### src/ssor_consts.svh
// constants for the servo status output router: offsets, fields, resets
// assumes a 32-bit classic wishbone slave with byte addresses
`ifndef SSOR_CONSTS_SVH
`define SSOR_CONSTS_SVH

// register byte offsets
`define SSOR_OFF_SELECT 8'h00
`define SSOR_OFF_TLIMIT 8'h04
`define SSOR_OFF_TLEVEL 8'h08
`define SSOR_OFF_TTIME 8'h0C
`define SSOR_OFF_STATE 8'h10
`define SSOR_OFF_IRQ_STAT 8'h14
`define SSOR_OFF_IRQ_MASK 8'h18
`define SSOR_OFF_REMOTE 8'h1C

// reset values
`define SSOR_RST_SELECT 12'h210
`define SSOR_RST_TLIMIT 16'hFFFF
`define SSOR_RST_TLEVEL 16'hFFFF
`define SSOR_RST_TTIME 16'h0000

// selection digit width
`define SSOR_DIGIT_W 4

// event bit positions in the interrupt status and mask
`define SSOR_EV_EXCITE 0
`define SSOR_EV_TLIMIT 1
`define SSOR_EV_TDETECT 2
`define SSOR_EV_W 3

// torque detect time unit and clock period, in ns
`define SSOR_TIME_UNIT_NS 1000000
`define SSOR_CLK_PERIOD_NS 25

`endif

### src/ssor_pkg.sv
// types for the servo status output router
// assumes ssor_consts.svh supplies the numeric constants
package ssor_pkg;

  // status function codes, one per selection digit value from 0 to B
  typedef enum logic [3:0] {
    SSOR_FN_IN_POSITION = 4'h0,
    SSOR_FN_ROTATION = 4'h1,
    SSOR_FN_DRIVE_READY = 4'h2,
    SSOR_FN_TORQUE_LIMITED = 4'h3,
    SSOR_FN_BRAKE = 4'h4,
    SSOR_FN_INDEX_PULSE = 4'h5,
    SSOR_FN_OVERTRAVEL = 4'h6,
    SSOR_FN_EXCITATION = 4'h7,
    SSOR_FN_HOMING_DONE = 4'h8,
    SSOR_FN_TORQUE_THRESHOLD = 4'h9,
    SSOR_FN_REMOTE_ONE = 4'hA,
    SSOR_FN_REMOTE_TWO = 4'hB
  } ssor_fn_e;

  // torque threshold qualifier states
  typedef enum logic [1:0] {
    SSOR_TD_IDLE = 2'b00,
    SSOR_TD_WAIT = 2'b01,
    SSOR_TD_ON = 2'b10
  } ssor_td_state_e;

endpackage

### src/ssor_router.sv
// servo status output router: builds the excitation, torque limited and
// torque threshold flags and routes one status function to each slot
// assumes the other status sources come from logic on clk_i, and a
// classic wishbone master for the registers
`timescale 1ns/100ps
`include "ssor_consts.svh"

module ssor_router #(
  parameter int SLOTS = 3,
  parameter int TORQUE_W = 16,
  parameter int TIME_W = 16,
  parameter int TICK_CYCLES = `SSOR_TIME_UNIT_NS / `SSOR_CLK_PERIOD_NS
) (
  // clock and reset
  input wire logic clk_i,
  input wire logic rst_i,
  // wishbone slave
  input wire logic cyc_i,
  input wire logic stb_i,
  input wire logic we_i,
  input wire logic [7:0] adr_i,
  input wire logic [3:0] sel_i,
  input wire logic [31:0] dat_i,
  output logic [31:0] dat_o,
  output logic ack_o,
  // drive state
  input wire logic servo_enabled_i,
  input wire logic motor_excited_i,
  input wire logic [TORQUE_W-1:0] torque_ref_i,
  input wire logic [TORQUE_W-1:0] motor_torque_i,
  // other status sources, active high meaning asserted
  input wire logic in_position_flag_i,
  input wire logic speed_match_flag_i,
  input wire logic speed_mode_i,
  input wire logic rotation_detect_flag_i,
  input wire logic drive_ready_flag_i,
  input wire logic brake_interlock_flag_i,
  input wire logic index_pulse_flag_i,
  input wire logic overtravel_flag_i,
  input wire logic homing_done_flag_i,
  // output terminal pairs, active low
  output logic [SLOTS-1:0] slot_n_o,
  // interrupt
  output logic irq_o
);

  localparam int SEL_W = SLOTS * `SSOR_DIGIT_W;
  localparam int TICK_W = $clog2(TICK_CYCLES + 1);

  // elaboration checks
  if (SLOTS < 1 || SLOTS > 8) begin : g_bad_slots
    $error("SLOTS must lie between 1 and 8");
  end
  if (TORQUE_W < 1 || TORQUE_W > 32 || TIME_W < 1 || TIME_W > 32)
  begin : g_bad_width
    $error("TORQUE_W and TIME_W must lie between 1 and 32");
  end
  if (TICK_CYCLES < 1) begin : g_bad_tick
    $error("TICK_CYCLES must be at least 1");
  end

  // registers
  logic [SEL_W-1:0] select_reg;
  logic [TORQUE_W-1:0] tlimit_reg;
  logic [TORQUE_W-1:0] tlevel_reg;
  logic [TIME_W-1:0] ttime_reg;
  logic [1:0] remote_reg;
  logic [`SSOR_EV_W-1:0] irq_stat_reg;
  logic [`SSOR_EV_W-1:0] irq_mask_reg;
  logic ack_reg;
  logic [31:0] dat_reg;

  // internal flags, active high meaning asserted, except slot_n_reg and slot_n_next, which are active low
  logic excite_reg;
  logic tlimit_flag_reg;
  logic tdetect;
  logic [`SSOR_EV_W-1:0] flags_now;
  logic [`SSOR_EV_W-1:0] flags_last_reg;
  logic [`SSOR_EV_W-1:0] events;
  logic [SLOTS-1:0] slot_n_reg;
  logic [SLOTS-1:0] slot_n_next;
  logic [SLOTS-1:0] slot_on;
  logic [15:0] source_vec;

  // time base divider
  logic [TICK_W-1:0] tick_cnt_reg;
  logic tick;

  // wishbone decode
  logic req;
  logic wr_fire;
  logic [31:0] wmask;
  logic [31:0] rd_mux;
  logic hit_select;
  logic hit_tlimit;
  logic hit_tlevel;
  logic hit_ttime;
  logic hit_state;
  logic hit_irq_stat;
  logic hit_irq_mask;
  logic hit_remote;

  // byte lanes to a bit mask
  function automatic logic [31:0] lane_mask(input logic [3:0] sel);
    lane_mask = {{8{sel[3]}}, {8{sel[2]}}, {8{sel[1]}}, {8{sel[0]}}};
  endfunction

  // merge a write through the lane mask
  function automatic logic [31:0] merge(input logic [31:0] old,
                                        input logic [31:0] wdata,
                                        input logic [31:0] mask);
    merge = (old & ~mask) | (wdata & mask);
  endfunction

  // one selection digit to the source it names
  function automatic logic pick(input logic [3:0] code,
                                input logic [15:0] src);
    pick = src[code];
  endfunction

  // bus request and decode
  assign req = cyc_i && stb_i;
  assign wr_fire = req && we_i && ack_reg;
  assign wmask = lane_mask(sel_i);
  assign hit_select = adr_i == `SSOR_OFF_SELECT;
  assign hit_tlimit = adr_i == `SSOR_OFF_TLIMIT;
  assign hit_tlevel = adr_i == `SSOR_OFF_TLEVEL;
  assign hit_ttime = adr_i == `SSOR_OFF_TTIME;
  assign hit_state = adr_i == `SSOR_OFF_STATE;
  assign hit_irq_stat = adr_i == `SSOR_OFF_IRQ_STAT;
  assign hit_irq_mask = adr_i == `SSOR_OFF_IRQ_MASK;
  assign hit_remote = adr_i == `SSOR_OFF_REMOTE;

  // invert at slot width first, so the cast below pads with zeros
  assign slot_on = ~slot_n_reg;

  // unmapped addresses are acked and read as zero
  assign rd_mux =
    hit_select ? 32'(select_reg) :
    hit_tlimit ? 32'(tlimit_reg) :
    hit_tlevel ? 32'(tlevel_reg) :
    hit_ttime ? 32'(ttime_reg) :
    hit_state ? {16'h0000, 8'(slot_on), 5'h00, flags_now} :
    hit_irq_stat ? 32'(irq_stat_reg) :
    hit_irq_mask ? 32'(irq_mask_reg) :
    hit_remote ? 32'(remote_reg) :
    32'h0000_0000;

  // ack one cycle after the request, dropped in the cycle after
  always_ff @(posedge clk_i) begin
    if (rst_i) begin
      ack_reg <= 1'b0;
      dat_reg <= 32'h0000_0000;
    end else begin
      ack_reg <= req && !ack_reg;
      if (req && !ack_reg) begin
        dat_reg <= rd_mux;
      end
    end
  end

  assign ack_o = ack_reg;
  assign dat_o = dat_reg;

  // software registers, written at the edge where ack is seen
  always_ff @(posedge clk_i) begin
    if (rst_i) begin
      select_reg <= SEL_W'(`SSOR_RST_SELECT);
      tlimit_reg <= TORQUE_W'(`SSOR_RST_TLIMIT);
      tlevel_reg <= TORQUE_W'(`SSOR_RST_TLEVEL);
      ttime_reg <= TIME_W'(`SSOR_RST_TTIME);
      remote_reg <= 2'h0;
      irq_mask_reg <= '0;
    end else if (wr_fire) begin
      if (hit_select) begin
        select_reg <= SEL_W'(merge(32'(select_reg), dat_i, wmask));
      end
      if (hit_tlimit) begin
        tlimit_reg <= TORQUE_W'(merge(32'(tlimit_reg), dat_i, wmask));
      end
      if (hit_tlevel) begin
        tlevel_reg <= TORQUE_W'(merge(32'(tlevel_reg), dat_i, wmask));
      end
      if (hit_ttime) begin
        ttime_reg <= TIME_W'(merge(32'(ttime_reg), dat_i, wmask));
      end
      if (hit_remote) begin
        remote_reg <= 2'(merge(32'(remote_reg), dat_i, wmask));
      end
      if (hit_irq_mask) begin
        irq_mask_reg <= `SSOR_EV_W'(merge(32'(irq_mask_reg), dat_i, wmask));
      end
    end
  end

  // time unit tick for the torque detect time
  assign tick = tick_cnt_reg == TICK_W'(TICK_CYCLES - 1);

  always_ff @(posedge clk_i) begin
    if (rst_i || tick) begin
      tick_cnt_reg <= '0;
    end else begin
      tick_cnt_reg <= tick_cnt_reg + 1'b1;
    end
  end

  // drive flags
  always_ff @(posedge clk_i) begin
    if (rst_i) begin
      excite_reg <= 1'b0;
      tlimit_flag_reg <= 1'b0;
    end else begin
      excite_reg <= servo_enabled_i && motor_excited_i;
      // equal reference and limit leaves the flag as it was
      if (torque_ref_i > tlimit_reg) begin
        tlimit_flag_reg <= 1'b1;
      end else if (torque_ref_i < tlimit_reg) begin
        tlimit_flag_reg <= 1'b0;
      end
    end
  end

  ssor_torque_detect #(
    .TORQUE_W(TORQUE_W),
    .TIME_W(TIME_W)
  ) u_tdetect (
    .clk_i(clk_i),
    .rst_i(rst_i),
    .tick_i(tick),
    .torque_i(motor_torque_i),
    .level_i(tlevel_reg),
    .time_i(ttime_reg),
    .detect_o(tdetect)
  );

  // events: each flag turning on
  assign flags_now[`SSOR_EV_EXCITE] = excite_reg;
  assign flags_now[`SSOR_EV_TLIMIT] = tlimit_flag_reg;
  assign flags_now[`SSOR_EV_TDETECT] = tdetect;
  assign events = flags_now & ~flags_last_reg;

  // sticky status, write one to clear; a new event wins over the clear
  always_ff @(posedge clk_i) begin
    if (rst_i) begin
      flags_last_reg <= '0;
      irq_stat_reg <= '0;
    end else begin
      flags_last_reg <= flags_now;
      if (wr_fire && hit_irq_stat) begin
        irq_stat_reg <= (irq_stat_reg & ~`SSOR_EV_W'(dat_i & wmask))
                        | events;
      end else begin
        irq_stat_reg <= irq_stat_reg | events;
      end
    end
  end

  assign irq_o = |(irq_stat_reg & irq_mask_reg);

  // status sources indexed by function code, codes C to F stay off
  // in-position in position mode, speed match in speed mode
  assign source_vec = {
    4'h0,
    remote_reg[1],
    remote_reg[0],
    tdetect,
    homing_done_flag_i,
    excite_reg,
    overtravel_flag_i,
    index_pulse_flag_i,
    brake_interlock_flag_i,
    tlimit_flag_reg,
    drive_ready_flag_i,
    rotation_detect_flag_i,
    speed_mode_i ? speed_match_flag_i : in_position_flag_i
  };

  // per-slot selection; outputs are active low
  genvar s;
  generate
    for (s = 0; s < SLOTS; s = s + 1) begin : g_slot
      assign slot_n_next[s] =
        !pick(select_reg[s*`SSOR_DIGIT_W +: `SSOR_DIGIT_W], source_vec);
    end
  endgenerate

  // registered slots: no glitches while the selection is stable
  always_ff @(posedge clk_i) begin
    if (rst_i) begin
      slot_n_reg <= '1;
    end else begin
      slot_n_reg <= slot_n_next;
    end
  end

  assign slot_n_o = slot_n_reg;

endmodule // ssor_router

### src/ssor_torque_detect.sv
// torque threshold qualifier: the flag rises once torque has stayed
// above the detection level for the detection time, falls at once at or below
// assumes a one-cycle time tick from the parent's divider
`timescale 1ns/100ps
`include "ssor_consts.svh"

module ssor_torque_detect #(
  parameter int TORQUE_W = 16,
  parameter int TIME_W = 16
) (
  // clock and reset
  input wire logic clk_i,
  input wire logic rst_i,
  // time base
  input wire logic tick_i,
  // torque and settings
  input wire logic [TORQUE_W-1:0] torque_i,
  input wire logic [TORQUE_W-1:0] level_i,
  input wire logic [TIME_W-1:0] time_i,
  // qualified flag, active high
  output logic detect_o
);

  ssor_pkg::ssor_td_state_e state_reg;
  ssor_pkg::ssor_td_state_e state_next;
  logic [TIME_W-1:0] count_reg;
  logic [TIME_W-1:0] count_next;
  logic above;
  logic timed_out;

  assign above = torque_i > level_i;
  assign timed_out = count_reg >= time_i;

  always_comb begin
    state_next = state_reg;
    count_next = count_reg;
    case (state_reg)
      ssor_pkg::SSOR_TD_IDLE: begin
        count_next = '0;
        if (above) begin
          state_next = ssor_pkg::SSOR_TD_WAIT;
        end
      end
      ssor_pkg::SSOR_TD_WAIT: begin
        // a zero time setting qualifies on the next cycle
        if (!above) begin
          state_next = ssor_pkg::SSOR_TD_IDLE;
        end else if (timed_out) begin
          state_next = ssor_pkg::SSOR_TD_ON;
        end else if (tick_i) begin
          count_next = count_reg + 1'b1;
        end
      end
      ssor_pkg::SSOR_TD_ON: begin
        if (!above) begin
          state_next = ssor_pkg::SSOR_TD_IDLE;
        end
      end
      default: begin
        state_next = ssor_pkg::SSOR_TD_IDLE;
      end
    endcase
  end

  always_ff @(posedge clk_i) begin
    if (rst_i) begin
      state_reg <= ssor_pkg::SSOR_TD_IDLE;
      count_reg <= '0;
    end else begin
      state_reg <= state_next;
      count_reg <= count_next;
    end
  end

  assign detect_o = state_reg == ssor_pkg::SSOR_TD_ON;

endmodule // ssor_torque_detect

### config.mk
export PLATFORM = sky130hd
export DESIGN_NAME = ssor_router
export DESIGN_NICKNAME = d
export VERILOG_FILES = /design/src/ssor_pkg.sv /design/src/ssor_router.sv /design/src/ssor_torque_detect.sv
export VERILOG_INCLUDE_DIRS = /design/src /design/src/src
export SDC_FILE = /design/constraint.sdc
export NUM_CORES = 1
export LEC_CHECK = 0
export CORE_UTILIZATION = 60
export CTS_CLUSTER_SIZE = 16
export DETAILED_ROUTE_END_ITERATION = 16
export DONT_BUFFER_PORTS = 1
export HOLD_SLACK_MARGIN = 0.02
export PLACE_DENSITY = 0.76
export REMOVE_ABC_BUFFERS = 1
export SYNTH_ARGS = -nofsm -noshare
export SYNTH_HDL_FRONTEND = slang
export SYNTH_SLANG_ARGS = --single-unit
export TNS_END_PERCENT = 100
### constraint.sdc
create_clock -name clk_i -period 3.6 [get_ports clk_i]
set_input_delay 0.54 -clock clk_i [delete_from_list [all_inputs] [get_ports clk_i]]
set_output_delay 0.54 -clock clk_i [all_outputs]
set_load 0.03 [all_outputs]
==> run summary, run 1 <==
The run finished with clean final reports. The number of hold buffers added after CTS is 0. The largest fanout on the critical path works out to 28.

Largest area contributor in the netlist: dfxtp_1. The number of clock sinks was 127. Initial antenna violation count: 0. The total count of max-transition violations in the final report is 0. Dividing the detail-routed via count by the number of cells gives 6.247. Cell chosen for the clock root: clkbuf_16. The run gives 0.9268 as the placer's final routability congestion estimate. The worst setup path is of the reg2reg kind.

The CTS H-tree depth was 4; the detailed-route DRC error count was 0. TritonCTS built the clock tree. Summed over all layers, the global routing overflow is 0.

The logs give 11030 µm² for the area of the core and 32.37% for the global-route usage over all layers. Traced cell by cell, the critical path runs through inv_1, ha_1, a21o_1, a221oi_1, o21ai_0, a21oi_1, a31oi_4, or4_1, a21oi_1. The tools report the total vias in the final route as 6003. The floorplan step set the die height to 109.5 µm. The post-route minimum period is 2993 ps, and the area growth from synthesis to layout is 8.139%.

STA puts the critical path data required time at 3930 ps. Of all flip-flops after synthesis, the portion carrying an async set or reset was 0%. The final number of hold-violating endpoints is 0, and the share of power burned in combinational logic is 4.3%. The layout cell share with drive strength beyond 1 was 6.821%; the number of setup violations in the final report was 0.

At the end of the flow the core is filled with cells to 67.97%. The clock-pin slew reported for the worst setup and hold paths after clock tree synthesis was 50 ps; the pin count of the biggest net entering global routing was 60. For this design the ratio of total power to cell area is 429.3 nW/µm². The most frequently used flop master after synthesis was dfxtp_1. The starting density of the core came out at 62.85%. The layout has 924 filler cells. The first global-routing pass estimated 28960 µm of wire. The total half-perimeter wirelength after legalization and detailed placement came out at 13240 µm. The logs give 31.78% for the normalized max-slew margin and 5814 for the number of global-route vias before repair. The width of the die came out at 109.5 µm. The run gives 6933 µm² as the area of the mapped netlist.

Die outline area: 11990 µm². The average detailed-routed wire length per instance came out at 18.82 µm. For the count of antenna-violating nets left after detailed routing, the log shows 0. Net switching is 22.11% of the power. Part of the total power dissipated in the clock network: 50.7%.

For the worst-skew pair, the clock arrives at the later sink with an insertion delay of 420 ps. The run gives 129 as the number of top-level pins. For the DRC violation total after the first TritonRoute iteration, the log shows 455. Port buffering added 0 buffers.

The run gives 3.011 nW as the total leakage power. The cell-internal power was 2.507 mW; the number of enable-type register cells in the synthesized netlist was 0. Clock skew on the completed layout was measured at 5.702 ps. The critical path's largest stage delay is 590 ps. The tools report the maximum clock path buffer count as 2.

The top-area cell type share of the netlist area came out at 36.67%. Among all stages on the critical path, the largest delay is contributed by or4_1. The logs give 822 for the cell count after synthesis and 50 for the count of unique library cells instantiated by Yosys. Derived from the worst setup path, the maximum achievable clock frequency is 0.3342 GHz. The sequential area share after synthesis is 36.67%, and the number of buffers inserted during clock tree synthesis is 17. The path class of the tightest hold or removal check is in2reg. Critical path endpoint category: a flop.

The floorplan has 38 rows. The logs give 7 for the count of TritonRoute iterations in the first routing pass and 952 for the number of nets at the end of the flow. In the post-synthesis netlist, the biggest area contributors are dfxtp_1 (37%), ha_1 (9.0%), mux2i_1 (6.2%). After layout, the worst path uses 83.13% of the clock period.

The number of synthesized register bits was 127. The logs give 0 ps for the final total negative setup slack and 0 for the quantity of gates resized following cts. Critical path startpoint category: a flop.

Among the stages of the critical path, the cell type that occurs most often is a21oi_1. The logs give 0 for the number of max-capacitance violations reported and 0 for the number of inserted diodes. Summed over all nets, the switching power comes to 0.7116 mW. The logs give 0.3341 mV for the worst supply voltage drop on vdd and 0 for the buffer count from post-CTS setup fixing.

The endpoint arrival time on the critical path came out at 3320 ps. The final layout contains routed wiring with a total length of 18080 µm. The pin slew with the least headroom to its limit is 1017 ps, and the average cell area after synthesis is 8.434 µm².

Setup repair after global routing left no endpoint under its margin. The Yosys step of the flow raised 0 warnings. Sequential cells burn 45.1% of the power.
[placed cells by master, fill, tap and decap left out, types with 18 or more instances in the layout]
cell	instances
a21oi_1	46
dfxtp_1	127
ha_1	50
inv_1	55
mux2i_1	43
nand2_1	86
nand3_1	22
nor2_1	94
nor3_1	18
o211ai_1	31
o21ai_0	41
[per-stage QoR]
step	worst slack, ps	hold slack [ps]	total power [mW]	instance area [µm²]	std cells
after floorplan	962.7	426.1	1.584	6723	785
after global placement	720.7	437.6	1.610	6943	931
after detailed placement	598.6	472.0	1.615	6943	931
after CTS	640.7	178.5	3.233	7497	961
after global routing	410.2	164.5	3.322	7497	961
final	607.4	188.6	3.219	7497	961
[final timing paths]
kind                         startpoint                              endpoint  slack, ps  depth (start not counted)
max                                flop  u_tdetect.count_reg[13]$_SDFFE_PP0P_        610                          9
min                               rst_i                dat_o[15]$_SDFFE_PP0P_        190                          1
max reg2reg                        flop  u_tdetect.count_reg[13]$_SDFFE_PP0P_        610                          9
min reg2reg  tick_cnt_reg[0]$_SDFF_PP0_            tick_cnt_reg[0]$_SDFF_PP0_        480                          1
[cell families (layout without fill, tap and decap cells)]
family          Yosys count  count (layout)  synth area share [%]
flops                   127             127                 36.67
other cells               1              16               0.05409
mux                      54              54                 9.457
xor+xnor                 14              14                 1.769
compound gates          176             176                 16.48
buf+inv                 107              91                 6.822
fa+ha+maj                50              50                 9.024
simple gates            293             293                 19.73
[critical path: cells and delay by family (launching register included)]
family / cells / cell delay (ps)
AO/OA/AOI/OAI: 6 / 1540
buffers and inverters: 1 / 60
adder cells (fa/ha/maj): 1 / 310
flip-flops: 1 / 400
AND/OR/NAND/NOR: 1 / 590
[layout make-up]
type	instances	area, µm²	share of cell area (%)
multi-input combinational	603	3974	53.00
tap	140	175.2	2.336
clock buffer	22	464.2	6.192
sequential	127	2542	33.91
inverter	55	206.4	2.754
clock inverter	8	90.09	1.202
timing repair buffer	6	45.04	0.6008
[Yosys cell counts (9+ instances only)]
| library cell | instances |
|---|---|
| a21oi_1 | 46 |
| and3_1 | 10 |
| buf_4 | 16 |
| clkbuf_1 | 30 |
| dfxtp_1 | 127 |
| ha_1 | 50 |
| inv_1 | 55 |
| mux2i_1 | 43 |
| mux4_2 | 9 |
| nand2_1 | 86 |
| nand3_1 | 22 |
| nand4_1 | 14 |
| nor2_1 | 94 |
| nor2b_1 | 10 |
| nor3_1 | 18 |
| o211ai_1 | 31 |
| o21ai_0 | 42 |
| or3_1 | 11 |
| xor2_1 | 10 |
[power groups by stage]
| stage | registers [mW] | logic, mW | clock network (mW) |
|---|---|---|---|
| after floorplan | 1.48 | 0.108 | 0 |
| after global placement | 1.48 | 0.131 | 0 |
| after detailed placement | 1.48 | 0.135 | 0 |
| after CTS | 1.45 | 0.136 | 1.65 |
| after global routing | 1.45 | 0.153 | 1.72 |
| final | 1.45 | 0.138 | 1.63 |
[metal layers]
metal | routed length, µm | up-vias | part of all wire (%) | global-route usage (%)
met5 | 0 | - | 0 | 0
met1 | 7422 | 2837 | 41 | 39.16
met3 | 1696 | 33 | 9.4 | 11.38
li1 | - | 2852 | - | -
met2 | 8556 | 281 | 47 | 52.70
met4 | 408 | 0 | 2.3 | 12.57
No activity file was read; power rests on OpenSTA's default activity.
==> run 2: changes to the inputs <==
==> constraint.sdc (replaced) <==
create_clock -name clk_i -period 2.9 [get_ports clk_i]
set_input_delay 0.435 -clock clk_i [delete_from_list [all_inputs] [get_ports clk_i]]
set_output_delay 0.435 -clock clk_i [all_outputs]
set_load 0.03 [all_outputs]
==> run 2 against run 1 <==
Sequential share of layout area down 0.45 points. Critical path type unchanged. Clock skew fell by 0.96 ps. Critical path depth unchanged. Non-clock buffer count grew 7. Worst hold slack worse by 110 ps. Fmax increased by 9.9%. Die area is the same. Sequential power is 24% higher. Core utilization is 0.92 points higher. Count of clock-buffer cells in the layout is 1 higher.
==> run summary, run 2 (synthesis results as in run 1) <==
The run finished with clean final reports. The normalized max-slew margin is 37.34%. Endpoint arrival time on the critical path: 3070 ps. Cells with a size suffix above 1 make up 7.488% of the layout. The placer's final routability congestion estimate was 0.8697. In this run, the number of DRC markers left after iteration 0 of detailed routing was 491.

The run gives 4 as the CTS H-tree depth. In the layout the commonest cells are dfxtp_1 (127), nor2_1 (94), nand2_1 (86). The pin slew with the least headroom to its limit came out at 936.5 ps. Leaving out fill and tap cells, the most frequent cell in the layout is dfxtp_1. Via count normalized by instance count: 6.162. The cell that appears most often on the critical path is a31oi_4.

The detailed-route DRC error count was 0; the number of global-route vias before repair was 5732. Wires add up to 17900 µm. The fmax came out at 0.3672 GHz.

For the worst flop-to-flop path, the logic depth is 9. The logs give 959 for the number of nets at the end of the flow and 0 for the number of inserted diodes. The count of nets left with antenna violations once routing finished came out at 0. The worst supply voltage drop on vdd is 0.4268 mV, and the buffer count from post-CTS setup fixing is 0. Critical path endpoint category: a flop. The area growth from synthesis to layout was 9.601%. The end point of the worst hold path was dat_o[15]$_SDFFE_PP0P_.

The count of cells in the finished layout, fillers not included, comes to 968. The longest clock path from root to sink contains 2 buffers. Setup violations remaining at the end of the flow were counted as 0. The average detailed-routed wire length per instance is 18.49 µm.

The initial antenna violation count was 0. The final number of hold-violating endpoints came out at 0. After legalization and detailed placement, the total HPWL measured 13260 µm. The critical path's largest stage delay came out at 560 ps.

The critical path is of the reg2reg type. Across the routed clock network, the largest skew measured is 4.739 ps. After layout, the worst path uses 93.91% of the clock period. The wire length of the first global-routing pass was 28600 µm; the power density normalized to cell area was 549.0 nW/µm². The total vias in the final route was 5965; the starting density of the core was 62.85%. CTS placed an instance of clkbuf_16 at the clock tree root.

The path class of the tightest hold or removal check is in2reg. The die outline area was 11990 µm². In this run the most critical hold path is launched from rst_i. TritonCTS created 17 clock buffers. Counting I/O delays and the setup requirement, the final critical path takes 2723 ps. Summed over all failing endpoints, the final setup total negative slack is 0 ps. Measured along the y axis, the die boundary spans 109.5 µm. The worst setup path is launched from a flop. The largest individual stage delay along the critical path comes from the cell or4_1. Setup repair after global routing left no endpoint under its margin. The total count of max-transition violations in the final report was 0; the fraction of the core area covered by cells at the end of the flow was 68.89%. Total leakage power: 3.064 nW. In this run the horizontal extent of the chip is 109.5 µm. The register-to-register setup slack is 180 ps, and the pin count of the biggest net entering global routing is 60. The number of max-capacitance violations reported is 0, and the largest fanout on the critical path is 22.

The run gives 11030 µm² as the area of the core. Once placement completed, the tool counted placed cells totaling 938. The number of cell rows came out at 38. Input and output buffers added on the ports amount to 0.

Global routing consumed, over all layers together, 31.92% of the routing resources. Global routing finished with a remaining overflow of 0. Once the clock tree was built, the resizer swapped 0 gates to a different size.

Clock-pin slew was measured on the worst setup and hold paths at 50 ps. Buffers inserted to repair hold after CTS numbered 0. STA puts the critical path data required time at 3250 ps. The count of TritonRoute iterations in the first routing pass came out at 5.

TritonCTS built the clock tree. The worst register-to-register path ends at u_tdetect.count_reg[14]$_SDFFE_PP0P_. The number of top-level pins came out at 129. The critical path goes through inv_1, ha_1, nand4_1, nor4_1, a21bo_2, a31oi_4, a31oi_4, or4_1, a21oi_1. The count of cells along the worst hold path is 1, and the worst hold slack is 79.28 ps. The logs give 127 for the number of clock sinks and 420 ps for the source-to-sink clock delay at the later pin of the worst-skew pair.
## run 2: cell types whose count changed in the layout (fill, tap and decap cells not counted), sizes merged
cell	delta
buf	+7
bufinv	+2
clkbuf	+1
clkinv	-3
## run 2: through the flow
step / total power [mW] / worst slack, ps / cell area (µm²)
floorplan: 1.966 / 367.7 / 6723
global placement: 1.999 / 177.2 / 6995
detailed placement: 2.005 / 124.2 / 6995
CTS: 4.184 / 185.7 / 7599
global route: 4.286 / 2.256 / 7599
finish: 4.172 / 176.6 / 7599
## run 2: area by class of cell
cell class                 instances  area [µm²]
clock buffer                      23       467.9
multi-input combinational        603        3974
timing repair buffer              13       97.59
sequential                       127        2542
fill                             897        3432
tap                              140       175.2
inverter                          55       206.4
clock inverter                     7       135.1
## run 2: report_power, final
part / internal [mW] / leakage (nW) / switching [mW]
clock network: 1.47 / 0.297 / 0.732
logic: 0.0607 / 1.74 / 0.111
registers: 1.76 / 1.03 / 0.0370
## run 2: worst max-delay path by stage
stage / end / slack, ps / cells after the start
3_3_place_gp: u_tdetect.count_reg[14]$_SDFFE_PP0P_ / 180 / 8
3_5_place_dp: u_tdetect.count_reg[2]$_SDFFE_PP0P_ / 120 / 9
4_1_cts: u_tdetect.count_reg[15]$_SDFFE_PP0P_ / 190 / 9
2_1_floorplan: u_tdetect.count_reg[11]$_SDFFE_PP0P_ / 370 / 8
6_report: u_tdetect.count_reg[14]$_SDFFE_PP0P_ / 180 / 9
5_1_grt: u_tdetect.count_reg[5]$_SDFFE_PP0P_ / 2 / 11
## run 2: critical path, delay by kind of cell (launching register included)
| kind | cells | cell delay [ps] |
|---|---|---|
| AND/OR/NAND/NOR | 3 | 1040 |
| adder cells (fa/ha/maj) | 1 | 310 |
| flip-flops | 1 | 310 |
| buffers and inverters | 1 | 60 |
| AO/OA/AOI/OAI | 4 | 910 |
## run 2: metal layers
metal  share of wire [%]  up-vias  GRT usage, %
met2                  45      266         51.08
met4                 3.5        0         13.71
met3                 9.1       51         8.595
met1                  42     2776         40.48
met5                   0        -             0
li1                    -     2872             -
==> run 3: changes to the inputs <==
--- a/config.mk
+++ b/config.mk
@@ -12,6 +12,7 @@
 export DONT_BUFFER_PORTS = 1
 export HOLD_SLACK_MARGIN = 0.02
 export PLACE_DENSITY = 0.76
+export RECOVER_POWER = 100
 export REMOVE_ABC_BUFFERS = 1
 export SYNTH_ARGS = -nofsm -noshare
 export SYNTH_HDL_FRONTEND = slang
==> run 3 against run 2 <==
The flow now finishes with violations (capacitance limit). Register-to-register slack about the same. Sequential share of layout area increased by 0.11 points. Cell count unchanged. Fmax decreased by 0.33%. Power decreased by 0.13%. Worst hold slack improved by 2.4 ps. Final area decreased by 0.31%. Non-clock buffer count unchanged. Critical path type unchanged.
==> run summary, run 3 (synthesis results as in run 1) <==
The run finished, with violations left. The checks that failed: capacitance limit. The library cell used most frequently in the layout, excluding fill and tap cells, is dfxtp_1. The buffer count from post-CTS setup fixing was 0; the detailed-route DRC error count was 0. Across the VDD grid, the largest voltage drop is 0.4257 mV.

The logs give 129 for the number of top-level pins and 5971 for the total vias in the final route. Summed over all nets, the half-perimeter wirelength after detailed placement is 13260 µm. CTS built an H-tree with a depth of 4. The analysis attributes to cell leakage a power of 3.039 nW. The logs give 0 for the number of inserted diodes and 124.2 ps for the worst slack at placement. The tools report the number of buffers inserted during clock tree synthesis as 17. The first routing iteration left 480 violations.

The clock arrives with 4.668 ps of skew. The endpoint of the worst setup timing path was u_tdetect.count_reg[2]$_SDFFE_PP0P_. For this configuration, the core starts out at a cell density of 62.85%. In this design, the critical path's most frequently occurring cell is a31oi_4. The tools report the number of global-route vias before repair as 5732. Clock tree synthesis selected as its root buffer the cell clkbuf_16.

Clock-pin slew was measured on the worst setup and hold paths at 50 ps. In this run the standard cell core region covers 11030 µm². STA classifies the critical path endpoint as a flop. Headroom to the max-slew limit came out at 0.04786%. The cell type of the slowest stage on the worst timing path was nor4_1. STA puts the critical path data arrival time at 3080 ps. In this run the remaining antenna-violating nets after routing total 0.

The die is 109.5 µm wide. For this run, the total global-route usage over all layers was measured as 31.92%. For the final number of hold-violating endpoints, the log shows 0.

On the critical path the largest part of the delay comes from compound AO/OA/AOI/OAI gates. At the end of routability-driven placement, the weighted congestion stood at 0.8697. The die outline area was 11990 µm². Type of the tightest min-delay check: in2reg. After detailed routing, the total wire length is 17940 µm.

The signal on the critical path passes through inv_1, ha_1, nand4_1, nor4_1, a21bo_2, a31oi_4, a31oi_4, clkbuf_4, or3_1, a21oi_1. Entering global routing, the biggest net connects 60 pins. After detailed routing, the number of vias per cell comes to 6.168.

After routing, the total negative slack on setup checks comes to 0 ps. Setup repair after global routing left no endpoint under its margin. The initial antenna violation count came out at 0. TritonCTS built the clock tree.

The number of cells on the critical path is 10, and the number of buffers added on ports is 0. The floorplan has 38 rows. The tools report the number of setup violations in the final report as 0. For the total count of max-transition violations in the final report, the log shows 0. The pin slew with the least headroom to its limit is 1499 ps, and the post-route fraction of the period consumed by the critical path is 94.22%.

For the source-to-sink clock delay at the later pin of the worst-skew pair, the log shows 420 ps. At the end of the flow, the number of nets in the layout was 959. Counting cells, the worst reg-to-reg path comes to 10. The largest fanout on the critical path was 22; the post-route minimum period was 2732 ps. The tools report the cell area after layout as 7575 µm². The endpoint of the worst register-to-register path is u_tdetect.count_reg[2]$_SDFFE_PP0P_. For the cell area after placement, the log shows 6995 µm². Of the cells placed in the final design, the portion with a size suffix greater than 1 is 6.401%. The pre-antenna-repair detailed-routing pass consisted of 5 iterations. The setup check on the worst reg-to-reg path leaves a slack of 170 ps. In the layout the commonest cells are dfxtp_1 (127), nor2_1 (96), nand2_1 (86).

For the number of clock sinks, the log shows 127. Wire length of the first global-routing pass: 28600 µm. The area growth from synthesis to layout is 9.258%, and the combined buffer and inverter count along the critical path is 2.

The run gives 0.3660 GHz as the fmax. By startpoint and endpoint, the worst setup path is classified as reg2reg. The number of max-capacitance violations reported came out at 1. Dividing total power by cell area gives a power density of 550.0 nW/µm². The tools report the worst endpoint required time as 3250 ps. The worst path meets setup with 167.7 ps of slack.

The critical path startpoint category is a flop. Dividing the detail-routed wire length by the instance count gives 18.53 µm. In this design, the stage delay of the slowest critical-path cell is 350 ps. Measured along the y axis, the die boundary spans 109.5 µm. The tools report the remaining global-route overflow as 0. No sink is reached through more buffers than the 2 on the longest clock path.
## run 3: cell types whose count changed in the layout (fill, tap and decap cells not counted), sizes merged
cell / previous run / this run
buf: 13 / 7
clkbuf: 23 / 29
## run 3: layout make-up
| cell class | instances | area (µm²) |
|---|---|---|
| clock buffers | 23 | 467.9 |
| inverters | 55 | 206.4 |
| flip-flops and latches | 127 | 2542 |
| well taps | 140 | 175.2 |
| fillers | 906 | 3456 |
| repair buffers | 13 | 78.83 |
| multi-input cells | 603 | 3969 |
| clock inverters | 7 | 135.1 |
## run 3: how the worst min path moves through the flow
stage / start / slack (ps) / endpoint / cells past startpoint
floorplan: tick_cnt_reg[0]$_SDFF_PP0_ / 430 / tick_cnt_reg[0]$_SDFF_PP0_ / 1
global placement: tick_cnt_reg[0]$_SDFF_PP0_ / 440 / tick_cnt_reg[0]$_SDFF_PP0_ / 1
global route: rst_i / 80 / dat_o[15]$_SDFFE_PP0P_ / 1
detailed placement: tick_cnt_reg[0]$_SDFF_PP0_ / 460 / tick_cnt_reg[0]$_SDFF_PP0_ / 1
CTS: rst_i / 70 / dat_o[12]$_SDFFE_PP0P_ / 1
finish: rst_i / 80 / dat_o[15]$_SDFFE_PP0P_ / 1
## run 3: per-layer routing
layer  up-vias  routed length (µm)  GRT usage [%]  part of all wire [%]
met5         -                   0              0                     0
met4         0                 579          13.71                   3.2
met3        48                1676          8.595                   9.3
met2       276                8148          51.08                    45
met1      2776                7532          40.48                    42
li1       2871                   -              -                     -
## run 3: where the power goes
group	internal (mW)	total [mW]	switching (mW)	leakage, nW
Sequential	1.76	1.80	0.0369	1.03
Clock	1.47	2.19	0.727	0.297
Combinational	0.0605	0.171	0.110	1.71
## run 3: repair_timing
item	4_1_cts	5_1_grt
endpoints found under the hold margin	0	0
hold buffers	0	0
setup endpoints to repair	0	2
gates resized for setup	0	0
## run 3: worst register-to-register path: cells and delay by family, from the launching register on
family          cells  cell delay, ps
compound gates      4             910
fa+ha+maj           1             310
buf+inv             2             290
flops               1             310
simple gates        3             830
## run 3: per-stage QoR
step	cells	hold WS, ps	power [mW]	utilization, %
floorplan	785	426.1	1.966	-
global placement	938	441.3	1.999	63.42
detailed placement	938	455.7	2.005	63.42
CTS	968	74.31	4.184	68.89
global route	968	75.87	4.286	68.67
finish	968	81.69	4.166	68.67
